`config.mk`:
```
export PLATFORM = sky130hd
export DESIGN_NAME = tdic_top
export DESIGN_NICKNAME = d
export VERILOG_FILES = /design/src/core/tdic_pkg.sv /design/src/core/tdic_top.sv /design/src/core/tdic_resolve.sv
export SDC_FILE = /design/constraint.sdc
export NUM_CORES = 1
export LEC_CHECK = 0
export BUFFER_PORTS_ARGS = -buffer_cell sky130_fd_sc_hd__buf_2
export CAP_MARGIN = 20
export CORE_ASPECT_RATIO = 0.75
export CORE_MARGIN = 3
export CORE_UTILIZATION = 25
export DETAILED_ROUTE_END_ITERATION = 6
export PLACE_DENSITY = 0.52
export SETUP_SLACK_MARGIN = 0.15
export SLEW_MARGIN = 20
export SYNTH_ARGS = -nofsm -noshare
export SYNTH_HDL_FRONTEND = slang
export SYNTH_HIERARCHICAL = 1
export SYNTH_SLANG_ARGS = --single-unit
```
`constraint.sdc`:
```
create_clock -name mclk_in -period 2.46 [get_ports mclk_in]
set_clock_uncertainty 0.15 [all_clocks]
set_input_delay 0.738 -clock mclk_in [delete_from_list [all_inputs] [get_ports mclk_in]]
set_output_delay 0.738 -clock mclk_in [all_outputs]
set_load 0.02 [all_outputs]
```
`src/core/tdic_pkg.sv`:
```
package tdic_pkg;

   // ----------------------------------------------------------------
   // Register offsets (byte addresses as printed)
   // ----------------------------------------------------------------
   localparam logic [7:0] OFF_REQUEST_STATUS      = 8'h2E;
   localparam logic [7:0] OFF_DMA_HALT_TIMER_PEND = 8'h30;
   localparam logic [7:0] OFF_TIMER_GROUP_CTRL    = 8'h32;
   localparam logic [7:0] OFF_DMA0_EXT5_CTRL      = 8'h34;
   localparam logic [7:0] OFF_DMA1_EXT6_CTRL      = 8'h36;
   localparam logic [7:0] OFF_TIMER1_CTRL_SLAVE   = 8'h38;
   localparam logic [7:0] OFF_TIMER2_CTRL_SLAVE   = 8'h3A;

   // ----------------------------------------------------------------
   // Field layout and reset values
   // ----------------------------------------------------------------
   localparam int          MASK_BIT         = 3;
   localparam int          DMA_HALT_BIT     = 15;
   localparam int          MSTR_SERIAL_BIT  = 10;
   localparam int          MSTR_WDOG_BIT    = 9;
   localparam int          MSTR_EXT_LO      = 4;
   localparam int          MSTR_DMA_LO      = 2;
   localparam int          SLV_TIMER2_PENDING_BIT     = 5;
   localparam int          SLV_TIMER1_PENDING_BIT     = 4;
   localparam logic [3:0]  CTRL_RESET       = 4'hF;
   localparam logic [15:0] SLV_REQ_RESET    = 16'h0000;
   localparam int          NUM_SOURCES      = 5;

   // Vector types delivered with each source
   localparam logic [7:0]  VEC_TIMER0       = 8'h08;
   localparam logic [7:0]  VEC_TIMER1       = 8'h12;
   localparam logic [7:0]  VEC_TIMER2       = 8'h13;
   localparam logic [7:0]  VEC_DMA0         = 8'h0A;
   localparam logic [7:0]  VEC_DMA1         = 8'h0B;

   // Source index order for the resolver
   localparam int          SRC_T0 = 0;
   localparam int          SRC_T1 = 1;
   localparam int          SRC_T2 = 2;
   localparam int          SRC_D0 = 3;
   localparam int          SRC_D1 = 4;

   // ----------------------------------------------------------------
   // Carriers
   // ----------------------------------------------------------------
   typedef struct packed {
      logic        source_mask_bit;
      logic [2:0]  priority_level_field;
   } tdic_ctrl_t;

   typedef struct packed {
      logic        valid;
      logic [2:0]  level;
      logic [7:0]  vector;
   } tdic_req_t;

   typedef struct packed {
      logic [7:0]  addr;
      logic [15:0] wdata;
      logic        wr;
      logic        rd;
   } tdic_bus_t;

endpackage

```
`src/core/tdic_top.sv`:
```
// Chosen here: strobed register access.
`timescale 1ns/1ps
module tdic_top
(
   input  wire logic        mclk_in,
   input  wire logic        reset_n_in,
   input  wire logic        slave_mode_in,
   input  wire logic [7:0]  reg_addr_in,
   input  wire logic [15:0] reg_wdata_in,
   input  wire logic        reg_wr_in,
   input  wire logic        reg_rd_in,
   input  wire logic [2:0]  timer_req_in,
   input  wire logic [1:0]  dma_req_in,
   input  wire logic        watchdog_pending_in,
   input  wire logic [4:0]  ext_pending_in,
   input  wire logic        serial_int_enable_in,
   input  wire logic        transmit_empty_source_in,
   input  wire logic        receive_ready_source_in,
   input  wire logic        break_detect_source_in,
   input  wire logic        framing_error_source_in,
   input  wire logic        parity_error_source_in,
   input  wire logic        overrun_error_source_in,
   input  wire logic        nmi_event_in,
   input  wire logic        interrupt_return_instruction_in,
   input  wire logic        int_ack_in,
   output      logic [15:0] reg_rdata_out,
   output      logic        dma_halt_out,
   output      logic [1:0]  dma_pin_is_int_out,
   output      logic [5:0]  mask_dup_out,
   output      logic        irq_valid_out,
   output      logic [2:0]  irq_level_out,
   output      logic [7:0]  irq_vector_out
);

   // ----------------------------------------------------------------
   // Reset release
   // ----------------------------------------------------------------
   logic rst_meta_r;
   logic rst_n_r;

   always_ff @(posedge mclk_in or negedge reset_n_in)
   begin
      if (!reset_n_in)
      begin
         rst_meta_r <= 1'b0;
         rst_n_r    <= 1'b0;
      end
      else
      begin
         rst_meta_r <= 1'b1;
         rst_n_r    <= rst_meta_r;
      end
   end

   // ----------------------------------------------------------------
   // Bus capture and control registers
   // ----------------------------------------------------------------
   tdic_pkg::tdic_bus_t  bus;
   tdic_pkg::tdic_ctrl_t tgrp_r;
   tdic_pkg::tdic_ctrl_t t1_r;
   tdic_pkg::tdic_ctrl_t t2_r;
   tdic_pkg::tdic_ctrl_t dma_r [2];
   logic [1:0]           dma_sel_r;

   assign bus.addr  = reg_addr_in;
   assign bus.wdata = reg_wdata_in;
   assign bus.wr    = reg_wr_in;
   assign bus.rd    = reg_rd_in;

   // Offset 032h is the shared timer control in master mode and the
   // timer 0 control in slave mode; one flop set serves both meanings.
   always_ff @(posedge mclk_in or negedge rst_n_r)
   begin
      if (!rst_n_r)
      begin
         tgrp_r <= tdic_pkg::CTRL_RESET;
         t1_r   <= tdic_pkg::CTRL_RESET;
         t2_r   <= tdic_pkg::CTRL_RESET;
      end
      else if (bus.wr)
      begin
         // Only bits 3:0 are stored; reserved bits are expected written as zero.
         case (bus.addr)
            tdic_pkg::OFF_TIMER_GROUP_CTRL: tgrp_r <= bus.wdata[3:0];
            tdic_pkg::OFF_TIMER1_CTRL_SLAVE:
               if (slave_mode_in)
                  t1_r <= bus.wdata[3:0];
            tdic_pkg::OFF_TIMER2_CTRL_SLAVE:
               if (slave_mode_in)
                  t2_r <= bus.wdata[3:0];
            default: ;
         endcase
      end
   end

   // DMA controls: identical in both modes. The extra selector bit (4)
   // chooses interrupt versus DMA request for the shared pin.
   always_ff @(posedge mclk_in or negedge rst_n_r)
   begin
      if (!rst_n_r)
      begin
         dma_r[0]  <= tdic_pkg::CTRL_RESET;
         dma_r[1]  <= tdic_pkg::CTRL_RESET;
         dma_sel_r <= 2'h0;
      end
      else if (bus.wr)
      begin
         if (bus.addr == tdic_pkg::OFF_DMA0_EXT5_CTRL)
         begin
            dma_r[0]     <= bus.wdata[3:0];
            dma_sel_r[0] <= bus.wdata[4];
         end
         if (bus.addr == tdic_pkg::OFF_DMA1_EXT6_CTRL)
         begin
            dma_r[1]     <= bus.wdata[3:0];
            dma_sel_r[1] <= bus.wdata[4];
         end
      end
   end

   // ----------------------------------------------------------------
   // Timer pending bits and DMA halt
   // ----------------------------------------------------------------
   logic [2:0] tmr_pend_r;
   logic       halt_r;
   logic       wr_status;
   logic [2:0] tmr_ack;
   logic [1:0] dma_ack;

   assign wr_status = bus.wr && (bus.addr == tdic_pkg::OFF_DMA_HALT_TIMER_PEND);

   // New requests win over a software write or acknowledge in the same cycle.
   always_ff @(posedge mclk_in or negedge rst_n_r)
   begin
      if (!rst_n_r)
         tmr_pend_r <= 3'h0;
      else
      begin
         for (int i = 0; i < 3; i++)
         begin
            if (timer_req_in[i])
               tmr_pend_r[i] <= 1'b1;
            else if (wr_status)
               tmr_pend_r[i] <= bus.wdata[i];
            else if (tmr_ack[i])
               tmr_pend_r[i] <= 1'b0;
         end
      end
   end

   // NMI set beats both software clear and return-from-interrupt clear.
   always_ff @(posedge mclk_in or negedge rst_n_r)
   begin
      if (!rst_n_r)
         halt_r <= 1'b0;
      else if (nmi_event_in)
         halt_r <= 1'b1;
      else if (interrupt_return_instruction_in)
         halt_r <= 1'b0;
      else if (wr_status)
         halt_r <= bus.wdata[tdic_pkg::DMA_HALT_BIT];
   end

   // ----------------------------------------------------------------
   // DMA request latches (both modes)
   // ----------------------------------------------------------------
   logic [1:0] dma_pend_r;

   always_ff @(posedge mclk_in or negedge rst_n_r)
   begin
      if (!rst_n_r)
         dma_pend_r <= 2'h0;
      else
      begin
         for (int i = 0; i < 2; i++)
         begin
            if (dma_req_in[i] && dma_sel_r[i] == 1'b0)
               dma_pend_r[i] <= 1'b1;
            else if (dma_ack[i])
               dma_pend_r[i] <= 1'b0;
         end
      end
   end

   // ----------------------------------------------------------------
   // Priority resolution
   // ----------------------------------------------------------------
   logic                 pend_v [tdic_pkg::NUM_SOURCES];
   tdic_pkg::tdic_ctrl_t ctrl_v [tdic_pkg::NUM_SOURCES];
   logic [7:0]           vec_v  [tdic_pkg::NUM_SOURCES];
   tdic_pkg::tdic_req_t  best;

   always_comb
   begin
      pend_v[tdic_pkg::SRC_T0] = tmr_pend_r[0];
      pend_v[tdic_pkg::SRC_T1] = tmr_pend_r[1];
      pend_v[tdic_pkg::SRC_T2] = tmr_pend_r[2];
      pend_v[tdic_pkg::SRC_D0] = dma_pend_r[0];
      pend_v[tdic_pkg::SRC_D1] = dma_pend_r[1];
      // Master mode shares one control; slave mode uses one per timer.
      ctrl_v[tdic_pkg::SRC_T0] = tgrp_r;
      ctrl_v[tdic_pkg::SRC_T1] = slave_mode_in ? t1_r : tgrp_r;
      ctrl_v[tdic_pkg::SRC_T2] = slave_mode_in ? t2_r : tgrp_r;
      ctrl_v[tdic_pkg::SRC_D0] = dma_r[0];
      ctrl_v[tdic_pkg::SRC_D1] = dma_r[1];
      vec_v[tdic_pkg::SRC_T0]  = tdic_pkg::VEC_TIMER0;
      vec_v[tdic_pkg::SRC_T1]  = tdic_pkg::VEC_TIMER1;
      vec_v[tdic_pkg::SRC_T2]  = tdic_pkg::VEC_TIMER2;
      vec_v[tdic_pkg::SRC_D0]  = tdic_pkg::VEC_DMA0;
      vec_v[tdic_pkg::SRC_D1]  = tdic_pkg::VEC_DMA1;
   end

   tdic_resolve #(.N(tdic_pkg::NUM_SOURCES)) u_resolve
   (
      .pend_in   (pend_v),
      .ctrl_in   (ctrl_v),
      .vector_in (vec_v),
      .best_out  (best)
   );

   // Acknowledge clears the source currently being offered.
   always_comb
   begin
      tmr_ack = 3'h0;
      dma_ack = 2'h0;
      if (int_ack_in && irq_valid_out)
      begin
         case (irq_vector_out)
            tdic_pkg::VEC_TIMER0: tmr_ack[0] = 1'b1;
            tdic_pkg::VEC_TIMER1: tmr_ack[1] = 1'b1;
            tdic_pkg::VEC_TIMER2: tmr_ack[2] = 1'b1;
            tdic_pkg::VEC_DMA0:   dma_ack[0] = 1'b1;
            tdic_pkg::VEC_DMA1:   dma_ack[1] = 1'b1;
            default: ;
         endcase
      end
   end

   // ----------------------------------------------------------------
   // Request views
   // ----------------------------------------------------------------
   logic        serial_or;
   logic [15:0] req_master;
   logic [15:0] req_slave;
   logic [15:0] status_view;
   logic [5:0]  mask_view;

   assign serial_or = serial_int_enable_in &&
                      (transmit_empty_source_in | receive_ready_source_in |
                       break_detect_source_in | framing_error_source_in |
                       parity_error_source_in | overrun_error_source_in);

   always_comb
   begin
      req_master = 16'h0000;
      req_master[tdic_pkg::MSTR_SERIAL_BIT] = serial_or;
      req_master[tdic_pkg::MSTR_WDOG_BIT]   = watchdog_pending_in;
      req_master[tdic_pkg::MSTR_EXT_LO +: 5] = ext_pending_in;
      req_master[tdic_pkg::MSTR_DMA_LO +: 2] = dma_pend_r;
      req_master[0] = |tmr_pend_r;
      req_slave = tdic_pkg::SLV_REQ_RESET;
      req_slave[tdic_pkg::SLV_TIMER2_PENDING_BIT]      = tmr_pend_r[2];
      req_slave[tdic_pkg::SLV_TIMER1_PENDING_BIT]      = tmr_pend_r[1];
      req_slave[tdic_pkg::MSTR_DMA_LO +: 2]  = dma_pend_r;
      req_slave[0]                           = tmr_pend_r[0];
      status_view = 16'h0000;
      status_view[tdic_pkg::DMA_HALT_BIT] = halt_r;
      status_view[2:0] = tmr_pend_r;
      mask_view = {ctrl_v[tdic_pkg::SRC_T2].source_mask_bit,
                   ctrl_v[tdic_pkg::SRC_T1].source_mask_bit,
                   dma_r[1].source_mask_bit,
                   dma_r[0].source_mask_bit,
                   1'b0,
                   tgrp_r.source_mask_bit};
   end

   // ----------------------------------------------------------------
   // Read data and registered outputs
   // ----------------------------------------------------------------
   always_ff @(posedge mclk_in or negedge rst_n_r)
   begin
      if (!rst_n_r)
         reg_rdata_out <= 16'h0000;
      else if (bus.rd)
      begin
         case (bus.addr)
            tdic_pkg::OFF_REQUEST_STATUS:
               reg_rdata_out <= slave_mode_in ? req_slave : req_master;
            tdic_pkg::OFF_DMA_HALT_TIMER_PEND: reg_rdata_out <= status_view;
            tdic_pkg::OFF_TIMER_GROUP_CTRL:    reg_rdata_out <= {12'h000, tgrp_r};
            tdic_pkg::OFF_DMA0_EXT5_CTRL:
               reg_rdata_out <= {11'h000, dma_sel_r[0], dma_r[0]};
            tdic_pkg::OFF_DMA1_EXT6_CTRL:
               reg_rdata_out <= {11'h000, dma_sel_r[1], dma_r[1]};
            tdic_pkg::OFF_TIMER1_CTRL_SLAVE:
               reg_rdata_out <= slave_mode_in ? {12'h000, t1_r} : 16'h0000;
            tdic_pkg::OFF_TIMER2_CTRL_SLAVE:
               reg_rdata_out <= slave_mode_in ? {12'h000, t2_r} : 16'h0000;
            default: reg_rdata_out <= 16'h0000;
         endcase
      end
      else
         reg_rdata_out <= 16'h0000;
   end

   always_ff @(posedge mclk_in or negedge rst_n_r)
   begin
      if (!rst_n_r)
      begin
         dma_halt_out       <= 1'b0;
         dma_pin_is_int_out <= 2'h0;
         mask_dup_out       <= 6'h3D;
         irq_valid_out      <= 1'b0;
         irq_level_out      <= 3'h7;
         irq_vector_out     <= 8'h00;
      end
      else
      begin
         dma_halt_out       <= halt_r;
         dma_pin_is_int_out <= dma_sel_r;
         mask_dup_out       <= mask_view;
         irq_valid_out      <= best.valid && !(int_ack_in && irq_valid_out);
         irq_level_out      <= best.level;
         irq_vector_out     <= best.vector;
      end
   end

endmodule

```
`src/core/tdic_resolve.sv`:
```
`timescale 1ns/1ps
module tdic_resolve
#(
   parameter int N = tdic_pkg::NUM_SOURCES
)
(
   input  wire logic                 pend_in   [N],
   input  wire tdic_pkg::tdic_ctrl_t ctrl_in   [N],
   input  wire logic [7:0]           vector_in [N],
   output      tdic_pkg::tdic_req_t  best_out
);

   // ----------------------------------------------------------------
   // Pick the unmasked pending source with the lowest level code
   // ----------------------------------------------------------------
   // Ties go to the lower index, which keeps the choice stable.
   always_comb
   begin
      best_out = '0;
      for (int i = 0; i < N; i++)
      begin
         if (pend_in[i] && !ctrl_in[i].source_mask_bit)
         begin
            if (!best_out.valid || (ctrl_in[i].priority_level_field < best_out.level))
            begin
               best_out.valid  = 1'b1;
               best_out.level  = ctrl_in[i].priority_level_field;
               best_out.vector = vector_in[i];
            end
         end
      end
   end

endmodule

```
==> results of run 1 <==
## per-stage QoR
stage	worst slack (ns)	hold slack (ns)	setup TNS, ns
2_1_floorplan	-3.23	0.181	-21.43
3_3_place_gp	-2.96	0.156	-20.26
3_5_place_dp	-3.04	0.175	-20.95
4_1_cts	-2.57	0.0181	-17.38
5_1_grt	-2.62	0.0165	-17.74
6_report	-2.51	0.0279	-16.83
## flip-flops by register name, indices dropped and copies added (netlist names)
register,cells
mask_dup_out,5
ctrl_v,12
tmr_pend_r,3
dma_sel_r,2
dma_pend_r,2
irq_valid_out,1
dma_halt_out,1
reg_rdata_out,12
irq_level_out,3
rst_n_r,1
halt_r,1
irq_vector_out,8
dma_pin_is_int_out,2
t2_r,4
rst_meta_r,1
t1_r,4
## synthesized netlist by cell type, drive strengths merged, types with 3 or more instances
| cell type | number |
|---|---|
| or2 | 3 |
| nand2 | 44 |
| mux2i | 3 |
| nor4 | 4 |
| and2 | 7 |
| buf | 14 |
| nand3 | 13 |
| ha | 5 |
| o41ai | 4 |
| a31oi | 4 |
| o21ai | 19 |
| a41oi | 3 |
| a21o | 3 |
| inv | 13 |
| nor4b | 3 |
| nor2b | 5 |
| a32oi | 3 |
| dfrtp | 34 |
| o21a | 3 |
| a21oi | 8 |
| dfstp | 28 |
| nor2 | 11 |
| and3 | 3 |
| mux2 | 58 |
| clkbuf | 6 |
| nand2b | 11 |
## cell families (layout without fill, tap and decap cells)
family | after synthesis | count (layout) | share of synthesized area
other | 2 | 46 | 0.00200
muxes | 62 | 62 | 0.196
and+or+nand+nor | 119 | 119 | 0.180
AOI/OAI and AO/OA | 67 | 67 | 0.133
DFF | 62 | 62 | 0.423
adders and majority gates | 6 | 6 | 0.0197
buffers and inverters | 33 | 185 | 0.0464
## worst paths after layout
check / cells past startpoint / end / slack, ns / startpoint
worst max-delay path: 21 / irq_vector_out[4] / -2.51 / slave_mode_in
max in group asynchronous: 1 / ctrl_v[1] / 1.32 / rst_n_r
worst min register to register: 0 / reg_rdata_out[1] / 0.16 / rst_n_r
min in group mclk_in: 0 / rst_n_r / 0.20 / rst_meta_r
worst min-delay path: 1 / rst_n_r / 0.03 / reset_n_in
worst max register to register: 20 / irq_vector_out[4] / -2.50 / ctrl_v[18]
## final cells by class
class / instances / area (µm²) / share of cell area
multi-input cells: 300 / 2380 / 0.424
flip-flops and latches: 62 / 1590 / 0.283
repair buffers: 156 / 1030 / 0.183
well taps: 200 / 250 / 0.0446
clock buffers: 12 / 246 / 0.0440
clock inverters: 4 / 70.1 / 0.0125
inverters: 13 / 48.8 / 0.00870
## repair_timing
action / 4_1_cts / 5_1_grt
setup endpoints to repair: 7 / 8
hold buffers: 0 / 0
resized for setup: 16 / 25
pin swaps: 12 / 13
buffers inserted: 14 / 10
## power by group through the flow
stage,clock (µW),sequential (µW),combinational (µW)
finish,1360,1210,978
global placement,0,1220,859
detailed placement,0,1220,870
floorplan,0,1290,519
global route,1440,1220,1060
CTS,1380,1210,911
## layout by cell type (no fill, tap or decap), drive strengths merged, types with 8 or more instances in the layout
master,synthesis,routed
nand2b,11,11
a21oi,8,8
buf,14,156
dfrtp,34,34
inv,13,13
o21ai,19,19
nand3,13,13
conb,2,46
clkbuf,6,12
mux2,58,58
nor2,11,11
nand2,44,44
dfstp,28,28
## critical path, cell delays in order
cell	delay [ns]
buf_8	0.11
nand2b_4	0.14
nand2_4	0.06
ha_4	0.19
or2_1	0.22
a21oi_2	0.17
a21o_1	0.17
a32oi_2	0.08
maj3_2	0.36
nor2_4	0.09
o21a_1	0.15
mux2_4	0.34
ha_4	0.28
o21ai_2	0.05
and2_4	0.18
a31oi_4	0.17
mux2_4	0.34
ha_4	0.16
a2111o_1	0.39
o31a_4	0.34
mux2_4	0.30
## routing by layer
| metal | vias up | track usage | part of all wire |
|---|---|---|---|
| li1 | 1614 | - | - |
| met1 | 1651 | 0.209 | 0.50 |
| met2 | 89 | 0.213 | 0.44 |
| met3 | 17 | 0.0367 | 0.050 |
| met4 | 0 | 0.0323 | 0.0098 |
| met5 | - | 0 | 0 |
==> impl_metrics.tcl, run 1 <==
set metrics [dict create \
    power.density_nw_per_um2 632 \
    first_iter_violations 181 \
    nets 597 \
    synth_cell_types 72 \
    design_area_um2 5610 \
    wl_per_cell_um 15.8 \
    fin_crit_sh 2.02 \
    violations "setup timing" \
    start_kind "primary input" \
    cts.sinks 62 \
    path_max_fanout 7 \
    ys.flop_type "dfrtp_1" \
    core_area_um2 14500 \
    synth-edff-count 0 \
    synthCells 351 \
    slew_violations 0 \
    holdCritPathClass "primary input to async pin" \
    grt_pass1_vias 3494 \
    cts_tree "done" \
    p_sw_frac 0.284 \
    drc 0 \
    yosysSeqAreaShare 0.423 \
    setup_viol 7 \
    yosys_warnings 6 \
    setup_slack_ns -2.51 \
    clk_path_buf_depth 2 \
    yosys-top-cells-area "dfrtp_1 23%, dfstp_2 20%, mux2_2 15%, nand2_1 4.4%, mux2_4 3.2%" \
    end_kind "flip-flop" \
    irDropWorstVdd_v 0.000448 \
    relSlewSlack 0.561 \
    cp_data_required_time_ns 2.53 \
    clk_pin_slew_worst_paths_ns 0.06 \
    routed_via_density 4.51 \
    dr.pass1.iters 6 \
    postSynth.asyncResetShare 1.00 \
    dieArea_um2 16500 \
    synth_top_area_share 0.227 \
    ant_nets 0 \
    grt_antenna_before_repair 0 \
    pwr-share-comb 0.276 \
    worst_pin_slew_ns 0.659 \
    initial_core_util 0.258 \
    p_int_uw 2540 \
    synth_seq_cells 62 \
    placed_cell_area_um2 4940 \
    hold_violations 0 \
    instances_no_fill 747 \
    cp.arrival_ns 5.04 \
    drive_above_1_share 0.569 \
    clock_latency_ns 0.33 \
    grt_pass1_wl_um 18500 \
    track_usage 0.143 \
    num_vias 3371 \
    globalplace.congestion 0.840 \
    crit_type "primary input to flip-flop" \
    status "complete, but fails checks" \
    ioPinCount 87 \
    h-tree-depth 3 \
    fin_util 0.385 \
    yosys.area.top_type "dfrtp_1" \
    rows 38 \
    grt_max_degree 35 \
    fmax_ghz 0.201 \
    root_buffer "clkbuf_16" \
    syn_area_um2 3750 \
    die_y_um 112 \
    fill_cells 1481 \
    numCtsBuffers 9 \
    area_delta_synth_final_pct 49.5 \
    fin_crit_ns 4.97 \
    overflow 0 \
    p_leak_uw 0.00267 \
    seqPwrFrac 0.341 \
    power_uw 3550 \
    dpl.cell_count 707 \
    io_buffers 71 \
    hpwl_um 8970 \
    rsz0062_at_grt "true" \
    die_w_um 147 \
    power.share.clock 0.384 \
    avgSynthCellArea_um2 10.7 \
    switching_power_uw 1010 \
    totalWireLength_um 11800 \
    antennaDiodeCount 0 \
    drv_cap 0 \
]
Note: power is estimated with default switching activity, not from simulation.
==> inputs of run 2 (changes only) <==
CELL_PAD_IN_SITES_DETAIL_PLACEMENT = 1   (was unset)
CELL_PAD_IN_SITES_GLOBAL_PLACEMENT = 2   (was unset)
PLACE_DENSITY = 0.71   (was 0.52)
==> run 2 against run 1 <==
Net effect:
- the run still ends with setup timing left
- core utilization decreased by 0.61 points
- global-route usage increased by 0.63 points
- worst setup slack got worse by 0.074 ns
- total power decreased by 4.7%
- flip-flop and latch count unchanged
- critical path depth increased by 3
- clock power decreased by 15%
- routed wire length increased by 4.8%
- largest power group is now registers
- via count decreased by 0.74%
- register-to-register slack got worse by 0.07 ns
==> impl_metrics.tcl, run 2 (synthesis gave the netlist of run 1 again) <==
set metrics [dict create \
    power.density_nw_per_um2 612 \
    grt_pass1_wl_um 19300 \
    dpl.cell_count 710 \
    io_buffers 71 \
    clk_pin_slew_worst_paths_ns 0.06 \
    dieArea_um2 16500 \
    multiInputGateArea_um2 2350 \
    globalplace.congestion 0.814 \
    h-tree-depth 3 \
    grt_max_degree 49 \
    fill_cells 1700 \
    hold_violations 0 \
    power.share.clock 0.342 \
    die_w_um 147 \
    crit_type "primary input to flip-flop" \
    worst_pin_slew_ns 0.511 \
    path_max_fanout 6 \
    die_y_um 112 \
    fin_crit_sh 2.05 \
    p_int_uw 2330 \
    clock_latency_ns 0.33 \
    ioPinCount 87 \
    irDropWorstVdd_v 0.000433 \
    ant_nets 0 \
    numCtsBuffers 9 \
    track_usage 0.149 \
    cts_tree "done" \
    start_kind "primary input" \
    wl_met2_um 5590 \
    drc 0 \
    power_uw 3380 \
    overflow 0 \
    wl_per_cell_um 16.6 \
    clk_path_buf_depth 2 \
    route.met3.wl_um 598 \
    fin_crit_ns 5.04 \
    setup_slack_ns -2.58 \
    end_kind "flip-flop" \
    grt_antenna_before_repair 0 \
    antennaDiodeCount 0 \
    cp_data_required_time_ns 2.52 \
    first_iter_violations 151 \
    top_layer_used "met4" \
    finalSetupTns_ns -17.84 \
    cp.arrival_ns 5.11 \
    holdCritPathClass "flip-flop to async pin" \
    routed_via_density 4.50 \
    initial_core_util 0.258 \
    root_buffer "clkbuf_16" \
    p_leak_uw 0.00261 \
    setup_viol 7 \
    rsz0062_at_grt "true" \
    fmax_ghz 0.198 \
    p_sw_frac 0.312 \
    cts.sinks 62 \
    hpwl_um 9490 \
    dr.pass1.iters 4 \
    core_area_um2 14500 \
    grt_pass1_vias 3528 \
    status "complete, but fails checks" \
    drv_cap 0 \
    met1_length_um 6110 \
    regArea_um2 1590 \
    switching_power_uw 1050 \
    drive_above_1_share 0.561 \
    rows 38 \
    totalWireLength_um 12300 \
    dp_slack_ns -3.18 \
    violations "setup timing" \
    final_common_cell "buf_4" \
    seqPwrFrac 0.358 \
    nets 594 \
    hold_ws_ns 0.0164 \
    instances_no_fill 744 \
    pwr-share-comb 0.300 \
    mostFrequentLayoutCells "78 x buf_4, 70 x buf_2, 48 x mux2_2, 46 x conb_1, 40 x nand2_1" \
    slew_violations 0 \
    area_delta_synth_final_pct 47.2 \
    relSlewSlack 0.659 \
    num_vias 3346 \
]
-- run 2: routing by layer --
metal | GRT usage | up-vias
li1 | - | 1608
met1 | 0.215 | 1655
met2 | 0.229 | 77
met3 | 0.0375 | 6
met4 | 0.0261 | 0
met5 | 0 | -
-- run 2: power by group through the flow --
| stage | clock network, µW | logic (µW) | registers (µW) |
|---|---|---|---|
| floorplan | 0 | 519 | 1290 |
| global placement | 0 | 864 | 1220 |
| detailed placement | 0 | 885 | 1220 |
| CTS | 1180 | 951 | 1210 |
| global route | 1240 | 1100 | 1220 |
| finish | 1160 | 1010 | 1210 |
-- run 2: what timing repair did --
| action | CTS | global route |
|---|---|---|
| endpoints found under the setup margin | 8 | 8 |
| gates resized for setup | 16 | 19 |
| pin swaps | 13 | 12 |
| setup buffers | 11 | 7 |
| hold buffers | 0 | 0 |
-- run 2: worst paths after layout --
path	from	slack, ns	depth (start not counted)	end
setup / recovery	slave_mode_in	-2.58	24	irq_vector_out[3]
hold / removal	rst_n_r	0.02	0	irq_valid_out
setup reg to reg	ctrl_v[18]	-2.57	23	irq_vector_out[3]
max in group asynchronous	rst_n_r	1.52	1	mask_dup_out[0]
hold reg to reg	rst_n_r	0.02	0	irq_valid_out
min in group mclk_in	rst_meta_r	0.20	0	rst_n_r
-- run 2: layout make-up --
class                      instances  area share
sequential                        62       0.288
clock buffer                       9      0.0408
inverter                          13     0.00884
clock inverter                     7     0.00929
timing repair buffer             153       0.182
tap                              200      0.0453
multi-input combinational        300       0.426
-- run 2: metrics by stage --
step	utilization	area [µm²]
after floorplan	-	4020
after global placement	0.341	4970
after detailed placement	0.341	4970
after CTS	0.371	5390
after global routing	0.379	5520
final	0.379	5520
-- run 2: critical path: stages --
cell	delay, ns
buf_8	0.11
nand2b_4	0.14
nand2_4	0.07
ha_4	0.21
or2_4	0.26
a21oi_4	0.13
a21o_1	0.16
a32oi_2	0.09
maj3_2	0.35
nor2_2	0.10
o21a_1	0.16
mux2_4	0.33
ha_4	0.28
o21ai_2	0.04
and2_4	0.18
a31oi_4	0.16
mux2_4	0.35
ha_4	0.27
o21a_1	0.14
nor2_2	0.06
o21bai_2	0.18
o31a_4	0.20
buf_6	0.11
mux2_4	0.29
